<file path="src/include/clock_sysref_params.svh">
// Purpose: Offsets, field positions, reset values for the clock and sync-ref registers
// Assumes: Byte addresses on the plain register port
// Notes:   Definitions only
`ifndef CLOCK_SYSREF_PARAMS_SVH
`define CLOCK_SYSREF_PARAMS_SVH

`define ADDR_W                 8
`define OFS_CLOCK_INPUT_CTRL   8'h2A
`define OFS_SAMPLE_CLK_TUNING  8'h2B
`define OFS_SYNC_EDGE_POS      8'h2C
`define OFS_CHAN_A_FULL_SCALE  8'h30
`define RST_CLOCK_INPUT_CTRL   8'h00
`define RST_SAMPLE_CLK_TUNING  8'h11
`define RST_SYNC_EDGE_POS      24'h000000
`define RST_CHAN_A_FULL_SCALE  16'hA000
`define MASK_CLOCK_INPUT_CTRL  8'h0F
`define MASK_SAMPLE_CLK_TUNING 8'h17
`define BIT_POLARITY_INVERT    0
`define BIT_SYNC_DC_MODE       1
`define BIT_DEVCLK_DC_MODE     2
`define BIT_MARKER_ENABLE      3
`define BIT_DELAY_SEL_LO       0
`define BIT_DELAY_SEL_HI       1
`define BIT_NOISE_SUPPRESS     2
`define BIT_FEEDBACK_GAIN      4
`define DECIM_BYPASS           8'h01

`endif

</file>
<file path="src/include/clock_sysref_pkg.sv">
// Purpose: Types shared by the clock and sync-ref register block
// Assumes: Constants live in the params header
// Notes:   Types only
package clock_sysref_pkg;
    typedef logic [7:0]  reg8_t;
    typedef logic [23:0] reg24_t;
    typedef logic [15:0] reg16_t;
endpackage

</file>
<file path="src/rtl/clock_sysref_control_regs.sv">
// What this block does
// - Both enables put sync-ref on sample LSB
// - Marker only when decimation equals one
// - Marker enable picks sync-ref over timestamp pin
// - Bit 2 sets device clock DC mode
// - Bit 1 sets sync-ref DC mode
// - Bit 0 inverts sync-ref polarity
// - Clock input register resets to zero
// - Tuning register resets 0x11, reserved read zero
// - Bit 4 feedback gain, high is one
// - Bits 1:0 one-hot delay, reset lowest
// - Position register returns 24-bit edge status
// - Position read-only, writes ignored
// - Full-scale register at 0x30 resets 0xA000
//
// Purpose: Clock and sync-ref configuration and status registers
// Assumes: Plain register port, read data one cycle after the strobe
// Notes:   Unmapped reads return zero, unmapped writes are dropped
`timescale 1ns/100ps
`include "clock_sysref_params.svh"
`default_nettype none
module clock_sysref_control_regs #(
    parameter int SAMPLE_W = 12
) (
    input  wire logic                clock_in,
    input  wire logic                reset_n_in,
    input  wire logic [7:0]          addr_in,
    input  wire logic [31:0]         wdata_in,
    input  wire logic                write_in,
    input  wire logic                read_in,
    output logic      [31:0]         rdata_out,
    input  wire logic                sync_ref_pin_in,
    input  wire logic                timestamp_pin_in,
    input  wire logic                timestamp_out_enable_in,
    input  wire logic [7:0]          decimation_in,
    input  wire logic                edge_capture_in,
    input  wire logic [23:0]         edge_position_in,
    input  wire logic [SAMPLE_W-1:0] sample_in,
    output logic      [SAMPLE_W-1:0] sample_out,
    output logic                     device_clock_dc_input_mode_out,
    output logic                     sync_ref_dc_input_mode_out,
    output logic                     sync_ref_polarity_invert_out,
    output logic                     feedback_gain_high_out,
    output logic                     supply_noise_suppress_out,
    output logic      [1:0]          sample_clock_delay_select_out,
    output logic      [15:0]         channel_a_full_scale_out,
    output logic                     aligned_sync_ref_out,
    output logic                     marker_source_out
);
    clock_sysref_pkg::reg8_t  clock_input_control_r;
    clock_sysref_pkg::reg8_t  clock_input_control_nxt;
    clock_sysref_pkg::reg8_t  sample_clock_tuning_r;
    clock_sysref_pkg::reg8_t  sample_clock_tuning_nxt;
    clock_sysref_pkg::reg24_t sync_edge_position_r;
    clock_sysref_pkg::reg24_t sync_edge_position_nxt;
    clock_sysref_pkg::reg16_t channel_a_full_scale_r;
    clock_sysref_pkg::reg16_t channel_a_full_scale_nxt;
    logic [31:0] rdata_r;
    logic [31:0] rdata_nxt;
    logic [1:0]  sync_meta_r;
    logic [1:0]  stamp_meta_r;
    logic        aligned_r;
    logic        aligned_nxt;
    logic        source_r;
    logic        source_nxt;
    logic        marker_on;
    logic        marker_enable;

    // Register read mux, used by the read path only
    function automatic logic [31:0] read_value(input logic [7:0] a,
                                               input clock_sysref_pkg::reg8_t c1,
                                               input clock_sysref_pkg::reg8_t c2,
                                               input clock_sysref_pkg::reg24_t pos,
                                               input clock_sysref_pkg::reg16_t fs);
        logic [31:0] v;
        v = 32'h00000000;
        unique case (a)
            `OFS_CLOCK_INPUT_CTRL:  v = {24'h000000, c1};
            `OFS_SAMPLE_CLK_TUNING: v = {24'h000000, c2};
            `OFS_SYNC_EDGE_POS:     v = {8'h00, pos};
            `OFS_CHAN_A_FULL_SCALE: v = {16'h0000, fs};
            default:                v = 32'h00000000;
        endcase
        return v;
    endfunction

    ////////////////////////////////////////////////////////////////////////////
    // Pin synchronisers: pins are outside the clock domain
    always_ff @(posedge clock_in or negedge reset_n_in) begin
        if (!reset_n_in) begin
            sync_meta_r  <= 2'h0;
            stamp_meta_r <= 2'h0;
        end else begin
            sync_meta_r  <= {sync_meta_r[0], sync_ref_pin_in};
            stamp_meta_r <= {stamp_meta_r[0], timestamp_pin_in};
        end
    end

    ////////////////////////////////////////////////////////////////////////////
    // Register writes and status capture
    always_comb begin
        clock_input_control_nxt  = clock_input_control_r;
        sample_clock_tuning_nxt  = sample_clock_tuning_r;
        channel_a_full_scale_nxt = channel_a_full_scale_r;
        sync_edge_position_nxt   = sync_edge_position_r;
        if (write_in) begin
            unique case (addr_in)
                `OFS_CLOCK_INPUT_CTRL:
                    clock_input_control_nxt = wdata_in[7:0] & `MASK_CLOCK_INPUT_CTRL;
                `OFS_SAMPLE_CLK_TUNING:
                    sample_clock_tuning_nxt = wdata_in[7:0] & `MASK_SAMPLE_CLK_TUNING;
                `OFS_CHAN_A_FULL_SCALE:
                    channel_a_full_scale_nxt = wdata_in[15:0];
                default: ; // Position is read-only; unmapped dropped
            endcase
        end
        // Only a captured edge changes the position word
        if (edge_capture_in) begin
            sync_edge_position_nxt = edge_position_in;
        end
    end

    always_ff @(posedge clock_in or negedge reset_n_in) begin
        if (!reset_n_in) begin
            clock_input_control_r  <= `RST_CLOCK_INPUT_CTRL;
            sample_clock_tuning_r  <= `RST_SAMPLE_CLK_TUNING;
            sync_edge_position_r   <= `RST_SYNC_EDGE_POS;
            channel_a_full_scale_r <= `RST_CHAN_A_FULL_SCALE;
        end else begin
            clock_input_control_r  <= clock_input_control_nxt;
            sample_clock_tuning_r  <= sample_clock_tuning_nxt;
            sync_edge_position_r   <= sync_edge_position_nxt;
            channel_a_full_scale_r <= channel_a_full_scale_nxt;
        end
    end

    ////////////////////////////////////////////////////////////////////////////
    // Read data, valid the cycle after the strobe only
    always_comb begin
        rdata_nxt = 32'h00000000;
        if (read_in) begin
            rdata_nxt = read_value(addr_in, clock_input_control_r, sample_clock_tuning_r,
                                   sync_edge_position_r, channel_a_full_scale_r);
        end
    end

    always_ff @(posedge clock_in or negedge reset_n_in) begin
        if (!reset_n_in) begin
            rdata_r <= 32'h00000000;
        end else begin
            rdata_r <= rdata_nxt;
        end
    end

    ////////////////////////////////////////////////////////////////////////////
    // Sync-ref alignment level and marker source
    assign marker_enable = clock_input_control_r[`BIT_MARKER_ENABLE];
    // Marking needs both enables and a bypassed decimator
    assign marker_on = marker_enable && timestamp_out_enable_in
                       && (decimation_in == `DECIM_BYPASS);

    always_comb begin
        // Invert before alignment sees it
        aligned_nxt = sync_meta_r[1] ^ clock_input_control_r[`BIT_POLARITY_INVERT];
        // Enable swaps the marker source to sync-ref
        source_nxt  = marker_enable ? aligned_nxt : stamp_meta_r[1];
    end

    always_ff @(posedge clock_in or negedge reset_n_in) begin
        if (!reset_n_in) begin
            aligned_r <= 1'b0;
            source_r  <= 1'b0;
        end else begin
            aligned_r <= aligned_nxt;
            source_r  <= source_nxt;
        end
    end

    // Sample path with LSB marker
    sample_marker #(
        .SAMPLE_W (SAMPLE_W)
    ) u_marker (
        .clock_in        (clock_in),
        .reset_n_in      (reset_n_in),
        .sample_in       (sample_in),
        .marker_on_in    (marker_on),
        .marker_level_in (aligned_nxt),
        .sample_out      (sample_out)
    );

    ////////////////////////////////////////////////////////////////////////////
    // Outputs straight from registers
    assign rdata_out                      = rdata_r;
    assign device_clock_dc_input_mode_out = clock_input_control_r[`BIT_DEVCLK_DC_MODE];
    assign sync_ref_dc_input_mode_out     = clock_input_control_r[`BIT_SYNC_DC_MODE];
    assign sync_ref_polarity_invert_out   = clock_input_control_r[`BIT_POLARITY_INVERT];
    assign feedback_gain_high_out         = sample_clock_tuning_r[`BIT_FEEDBACK_GAIN];
    assign supply_noise_suppress_out      = sample_clock_tuning_r[`BIT_NOISE_SUPPRESS];
    assign sample_clock_delay_select_out  =
        sample_clock_tuning_r[`BIT_DELAY_SEL_HI:`BIT_DELAY_SEL_LO];
    assign channel_a_full_scale_out       = channel_a_full_scale_r;
    assign aligned_sync_ref_out           = aligned_r;
    assign marker_source_out              = source_r;

    ////////////////////////////////////////////////////////////////////////////
    // Checks
    a_reset_values: assert property (@(posedge clock_in)
        $rose(reset_n_in) |-> (clock_input_control_r == 8'h00) && (sample_clock_tuning_r == 8'h11)
                              && (channel_a_full_scale_r == 16'hA000))
        else $error("Reset values wrong");
    a_reserved_zero: assert property (@(posedge clock_in) disable iff (!reset_n_in)
        (clock_input_control_r[7:4] == 4'h0) && (sample_clock_tuning_r[7:5] == 3'h0)
        && !sample_clock_tuning_r[3])
        else $error("Reserved bits not zero");
    a_pos_readonly: assert property (@(posedge clock_in) disable iff (!reset_n_in)
        !edge_capture_in |=> $stable(sync_edge_position_r))
        else $error("Position changed without capture");
    a_pos_readback: assert property (@(posedge clock_in) disable iff (!reset_n_in)
        (read_in && addr_in == 8'h2C) |=> rdata_out == {8'h00, $past(sync_edge_position_r)})
        else $error("Position readback wrong");
    a_fs_write: assert property (@(posedge clock_in) disable iff (!reset_n_in)
        (write_in && addr_in == 8'h30) |=> channel_a_full_scale_out == $past(wdata_in[15:0]))
        else $error("Full-scale write lost");
    a_gain_write: assert property (@(posedge clock_in) disable iff (!reset_n_in)
        (write_in && addr_in == 8'h2B) |=> feedback_gain_high_out == $past(wdata_in[4])
                                          && sample_clock_delay_select_out == $past(wdata_in[1:0]))
        else $error("Tuning write lost");
    a_dc_modes: assert property (@(posedge clock_in) disable iff (!reset_n_in)
        (write_in && addr_in == 8'h2A) |=> device_clock_dc_input_mode_out == $past(wdata_in[2])
                                          && sync_ref_dc_input_mode_out == $past(wdata_in[1]))
        else $error("DC mode write lost");
    // Aligned level follows the previous cycle's synced pin and invert bit
    a_invert_path: assert property (@(posedge clock_in) disable iff (!reset_n_in)
        $stable(clock_input_control_r) |=>
            aligned_sync_ref_out == ($past(sync_meta_r[1]) ^ $past(clock_input_control_r[0])))
        else $error("Polarity path wrong");
    a_marker_lsb: assert property (@(posedge clock_in) disable iff (!reset_n_in)
        marker_on |=> sample_out[0] == $past(aligned_nxt))
        else $error("Marker not on LSB");
    a_no_marker: assert property (@(posedge clock_in) disable iff (!reset_n_in)
        (decimation_in != 8'h01) |=> sample_out == $past(sample_in))
        else $error("Marker with decimation");
    a_source_sel: assert property (@(posedge clock_in) disable iff (!reset_n_in)
        (!clock_input_control_r[3] && $stable(clock_input_control_r)) |=>
            marker_source_out == $past(stamp_meta_r[1]))
        else $error("Marker source wrong");

    // Write masks, status load and idle read data
    a_ctrl_mask: assert property (@(posedge clock_in) disable iff (!reset_n_in)
        (write_in && addr_in == 8'h2A) |=>
            clock_input_control_r == ($past(wdata_in[7:0]) & 8'h0F))
        else $error("Clock input mask wrong");
    a_tuning_mask: assert property (@(posedge clock_in) disable iff (!reset_n_in)
        (write_in && addr_in == 8'h2B) |=>
            sample_clock_tuning_r == ($past(wdata_in[7:0]) & 8'h17))
        else $error("Tuning mask wrong");
    a_invert_write: assert property (@(posedge clock_in) disable iff (!reset_n_in)
        (write_in && addr_in == 8'h2A) |=> sync_ref_polarity_invert_out == $past(wdata_in[0]))
        else $error("Invert write lost");
    a_pos_capture: assert property (@(posedge clock_in) disable iff (!reset_n_in)
        edge_capture_in |=> sync_edge_position_r == $past(edge_position_in))
        else $error("Position capture lost");
    a_rdata_idle: assert property (@(posedge clock_in) disable iff (!reset_n_in)
        !read_in |=> rdata_out == 32'h00000000)
        else $error("Read data outside read cycle");

    // Marker needs both enables; either one low passes the sample
    a_marker_gate: assert property (@(posedge clock_in) disable iff (!reset_n_in)
        (!marker_enable || !timestamp_out_enable_in) |=> sample_out == $past(sample_in))
        else $error("Marker without both enables");
    a_source_sync: assert property (@(posedge clock_in) disable iff (!reset_n_in)
        (clock_input_control_r[3] && $stable(clock_input_control_r)) |=>
            marker_source_out == $past(aligned_nxt))
        else $error("Marker source not sync-ref");
endmodule
`default_nettype wire

</file>
<file path="src/rtl/sample_marker.sv">
// Purpose: Puts the sync-ref level on the sample LSB when the marker path is on
// Assumes: Sync-ref level already synchronised and polarity corrected
// Notes:   Registered output, one cycle of latency
`timescale 1ns/100ps
`include "clock_sysref_params.svh"
`default_nettype none
module sample_marker #(
    parameter int SAMPLE_W = 12
) (
    input  wire logic                clock_in,
    input  wire logic                reset_n_in,
    input  wire logic [SAMPLE_W-1:0] sample_in,
    input  wire logic                marker_on_in,
    input  wire logic                marker_level_in,
    output logic      [SAMPLE_W-1:0] sample_out
);
    logic [SAMPLE_W-1:0] sample_r;
    logic [SAMPLE_W-1:0] sample_nxt;

    // Replace LSB only while marking
    always_comb begin
        sample_nxt = sample_in;
        if (marker_on_in) begin
            sample_nxt[0] = marker_level_in;
        end
    end

    always_ff @(posedge clock_in or negedge reset_n_in) begin
        if (!reset_n_in) begin
            sample_r <= '0;
        end else begin
            sample_r <= sample_nxt;
        end
    end

    assign sample_out = sample_r;
endmodule
`default_nettype wire

</file>
<file path="config.mk">
export PLATFORM = sky130hd
export DESIGN_NAME = clock_sysref_control_regs
export DESIGN_NICKNAME = d
export VERILOG_FILES = /design/src/include/clock_sysref_pkg.sv /design/src/rtl/clock_sysref_control_regs.sv /design/src/rtl/sample_marker.sv
export VERILOG_INCLUDE_DIRS = /design/src /design/src/include
export SDC_FILE = /design/constraint.sdc
export NUM_CORES = 1
export LEC_CHECK = 0
export BUFFER_PORTS_ARGS = -buffer_cell sky130_fd_sc_hd__buf_2
export CAP_MARGIN = 10
export CORE_ASPECT_RATIO = 1.2
export CORE_MARGIN = 2
export CORE_UTILIZATION = 45
export DETAILED_ROUTE_END_ITERATION = 8
export PLACE_DENSITY_LB_ADDON = 0.05
export SLEW_MARGIN = 20
export SYNTH_ARGS = -nofsm -noshare
export SYNTH_HDL_FRONTEND = slang
export SYNTH_SLANG_ARGS = --single-unit
</file>
<file path="constraint.sdc">
create_clock -name clock_in -period 1.4 [get_ports clock_in]
set_input_delay 0 -clock clock_in [delete_from_list [all_inputs] [get_ports clock_in]]
set_output_delay 0 -clock clock_in [all_outputs]
set_load 0.01 [all_outputs]
</file>
==> impl_summary.md <==
Status
The run finished with clean final reports.

Hold path
The path class of the tightest hold or removal check is in2reg.

Global route
The number of antenna violations at the first check in global routing was 0. The met2 usage is 33.2%. Entering global routing, the biggest net connects 38 pins. met2 is the most crowded layer. The combined global-route utilization of all metal layers is 19.9%.

Summed over all layers, the global routing overflow is 0. For met1 alone, demand over resource in global routing was 25.6%. The global-route track usage on met3 is 5.18%. The first global-routing pass estimated 13000 um of wire. The number of global-route vias before repair is 2703.

Pwr
Net switching is 23.2% of the power. The design draws 5240 uW. The worst-case vdd ir drop is 0.000613 V. In this run the power density over the cells is 1020 mW/mm2. The leakage component of the power is 0.00265 uW. The internal power of the cells totals 4020 uW. The part of the power in the clock network is 35.2%. Of the total power, combinational logic draws 11.4%. Summed over all nets, the switching power comes to 1220 uW.

The relative contribution of sequential cells to total power is 53.4%.

Timing
The count of final max-slew check failures is 0. The final critical path takes up 82.2% of the cycle. The worst path in the final design needs a cycle of 1.15 ns, including I/O delays and setup. Across the routed clock network, the largest skew measured is 0.00505 ns. The final hold violation count is 0. Setup violations remaining at the end of the flow were counted as 0. The minimum setup slack in the final design is 0.249 ns. Based on the critical path, the design can be clocked at up to 868 MHz. Setup repair after global routing left no endpoint under its margin.

Route
Once detail routing completed, the nets flagged for antenna violations numbered 0. Wires add up to 8140 um. After detailed routing, the average wire length per cell comes to 15.1 um. Using the TritonRoute via totals, the vias-per-cell ratio works out to 4.85.

The first TritonRoute pass finished after 4 iterations. The total DRC errors in the routed layout is 0. After the first detailed-routing iteration, the DRC count stood at 86.

Across all layers, the routed design uses 2620 vias.

CTS
TritonCTS built the clock tree. The number of clock sinks is 90. The buffer levels on the longest clock path is 2. After clock tree synthesis, the clock-pin slew on the worst setup and hold paths is 0.08 ns. The post-CTS resize count is 0. The clock reaches the later pin of the worst-skew pair after 0.35 ns.

The root buffer cell is clkbuf_8. The total of hold buffers inserted after clock tree synthesis is 58. The number of setup buffers added after CTS is 0.

The number of H-tree branching levels is 3. In this run, CTS created clock tree buffers numbering 9.

Final layout
After the flow finishes, the layout carries non-filler instances totaling 540. The final core utilization is 68.1%. At the end of the flow, the number of nets in the layout was 535. The repair_antennas step left the layout with diodes totalling 0. Compared with the post-synthesis result, the final layout area differs by 49.3%. In the final layout, the share of cells above drive strength 1 is 52.0%.

Floorplanning
The area of the core is 0.00758 mm2. The floorplan step set the die height to 100 um. In this run the count of I/O pins placed on the die edge is 161. The floorplan step defined a die boundary enclosing 0.00840 mm2. The initial standard-cell utilization of the core is 45.6%. The die width is 84.0 um. After floorplanning, the core was divided into 35 placement rows.

Synth
The share of async-settable or async-resettable flops after synthesis is 100%. The share of synthesized area occupied by flip-flops and latches is 65.3%. The post-synth design cell area is 0.00345 mm2. The adder and majority cell fraction of the synthesized area is 0%. The synthesized design spends more area on one cell type than any other, namely dfrtp_1. The post-synthesis share of cell area spent on xor and xnor gates is 0.254%. The compound-gate portion of the synthesized area is 4.93%. The flop and latch count out of synthesis is 90. The number of cells produced by synthesis is 228. The average size of a mapped cell is 15.2 um2. By area, the combinational part of the netlist is dominated by multiplexers. The share of synthesized cell area in and, or, nand and nor gates is 7.71%. The commonest register cell after synthesis is dfrtp_1. The number of enable-type register cells in the synthesized netlist is 0. Among all cell types in the netlist, the one instantiated most often is dfrtp_1. After synthesis, the cell types taking the most area are dfrtp_1, mux2_2, mux2_4. Yosys printed 0 warnings. The number of different library cells used by synthesis comes to 37.

The mux contribution to synthesized area is 18.4%. After synthesis, the most frequently instantiated cells are dfrtp_1, mux2_2, a22oi_1, nor2_1, mux2_4. The proportion of netlist area held by the largest area contributor is 62.3%.

Critical path
In this design, the stage delay of the slowest critical-path cell is 0.40 ns. The signal on the critical path passes through buf_2 > or3b_1 > buf_4 > nor4_4 > nand2_2 > buf_12 > mux2_4. The startpoint kind of the worst setup timing path is a primary input. The critical path required time is 1.64 ns. The setup path with the least slack is of type in2reg.

In this run the worst path has a maximum fanout of 11. The capturing element type of the critical path is a flip-flop. STA puts the critical path data arrival time at 1.39 ns. On the critical path, the stage with the largest delay is an instance of or3b_1.

Placement
The worst setup slack before clock tree synthesis is -0.121 ns. Input and output buffers added on the ports amount to 136. The post-detailed-placement half-perimeter wirelength is 5460 um. The number of cells after detailed placement is 466. The placer's final routability congestion estimate is 0.767.

Flow run
The number of violations of the max-capacitance limit is 0.
critical path, delay by kind of cell:
kind / cells / cell delay [ns]
and+or+nand+nor: 3 / 0.67
buffers and inverters: 3 / 0.43
muxes: 1 / 0.29
placed cells by master, fill, tap and decap left out, types with 3 or more instances in the layout:
cell	n
clkbuf_8	11
a21oi_1	3
conb_1	8
dlygate4sd3_1	58
dfstp_2	4
buf_4	18
and3_1	8
dfrtp_1	86
mux2_2	43
nand2_1	3
mux2_4	10
buf_2	135
buf_12	3
nor2_1	13
a22oi_1	13
a32oi_1	3
routing by layer:
metal	part of all wire [%]	wire length, um
met5	0	0
met2	50	4110
met1	42	3430
met4	1.1	90
met3	6.3	511
layout make-up:
| type | instances | area (um2) |
|---|---|---|
| clock buffers | 11 | 151 |
| clock inverters | 5 | 61.3 |
| fillers | 560 | 2420 |
| inverters | 1 | 3.75 |
| multi-input cells | 127 | 1120 |
| flip-flops and latches | 90 | 2260 |
| well taps | 92 | 115 |
| repair buffers | 214 | 1450 |
state kept, by name (all words and copies together), names as in the netlist:
signal,count
u_marker.sample_out,12
marker_source_out,1
sync_edge_position_r,24
sample_clock_tuning_r,4
channel_a_full_scale_out,16
sync_meta_r,2
rdata_out,24
clock_input_control_r,4
aligned_sync_ref_out,1
stamp_meta_r,2
power by group through the flow:
stage / Clock [uW] / Combinational [uW] / Sequential [uW]
after floorplan: 0 / 185 / 2860
after global placement: 0 / 468 / 2840
after detailed placement: 0 / 477 / 2850
after CTS: 1890 / 604 / 2800
after global routing: 2030 / 655 / 2810
final: 1840 / 598 / 2800
stage by stage:
| stage | cell area, um2 | setup TNS [ns] | hold WS, ns |
|---|---|---|---|
| 2_1_floorplan | 3480 | -0.745 | -0.296 |
| 3_3_place_gp | 4370 | -3.40 | -0.0608 |
| 3_5_place_dp | 4370 | -3.90 | -0.0587 |
| 4_1_cts | 5160 | 0 | 0.0362 |
| 5_1_grt | 5160 | 0 | 0.0576 |
| 6_report | 5160 | 0 | 0.0625 |
kinds of logic (layout without fill, tap and decap cells):
logic type,Yosys count,in the layout
flops,90,90
mux,53,53
simple gates,42,42
compound gates,23,23
buf+inv,18,231
other cells,1,8
xor+xnor,1,1
worst paths after layout:
kind,start,end,slack (ns),cells past startpoint
setup / recovery,addr_in[3],channel_a_full_scale_out[7],0.25,7
min in group asynchronous,reset_n_in,sync_meta_r[1],0.10,2
setup reg to reg,clock_input_control_r[3],u_marker.sample_out[0],0.29,3
max in group asynchronous,reset_n_in,channel_a_full_scale_out[15],0.76,3
hold reg to reg,sync_meta_r[0],sync_meta_r[1],0.36,0
hold / removal,addr_in[6],rdata_out[10],0.06,4
Note: power is estimated with default switching activity, not from simulation.
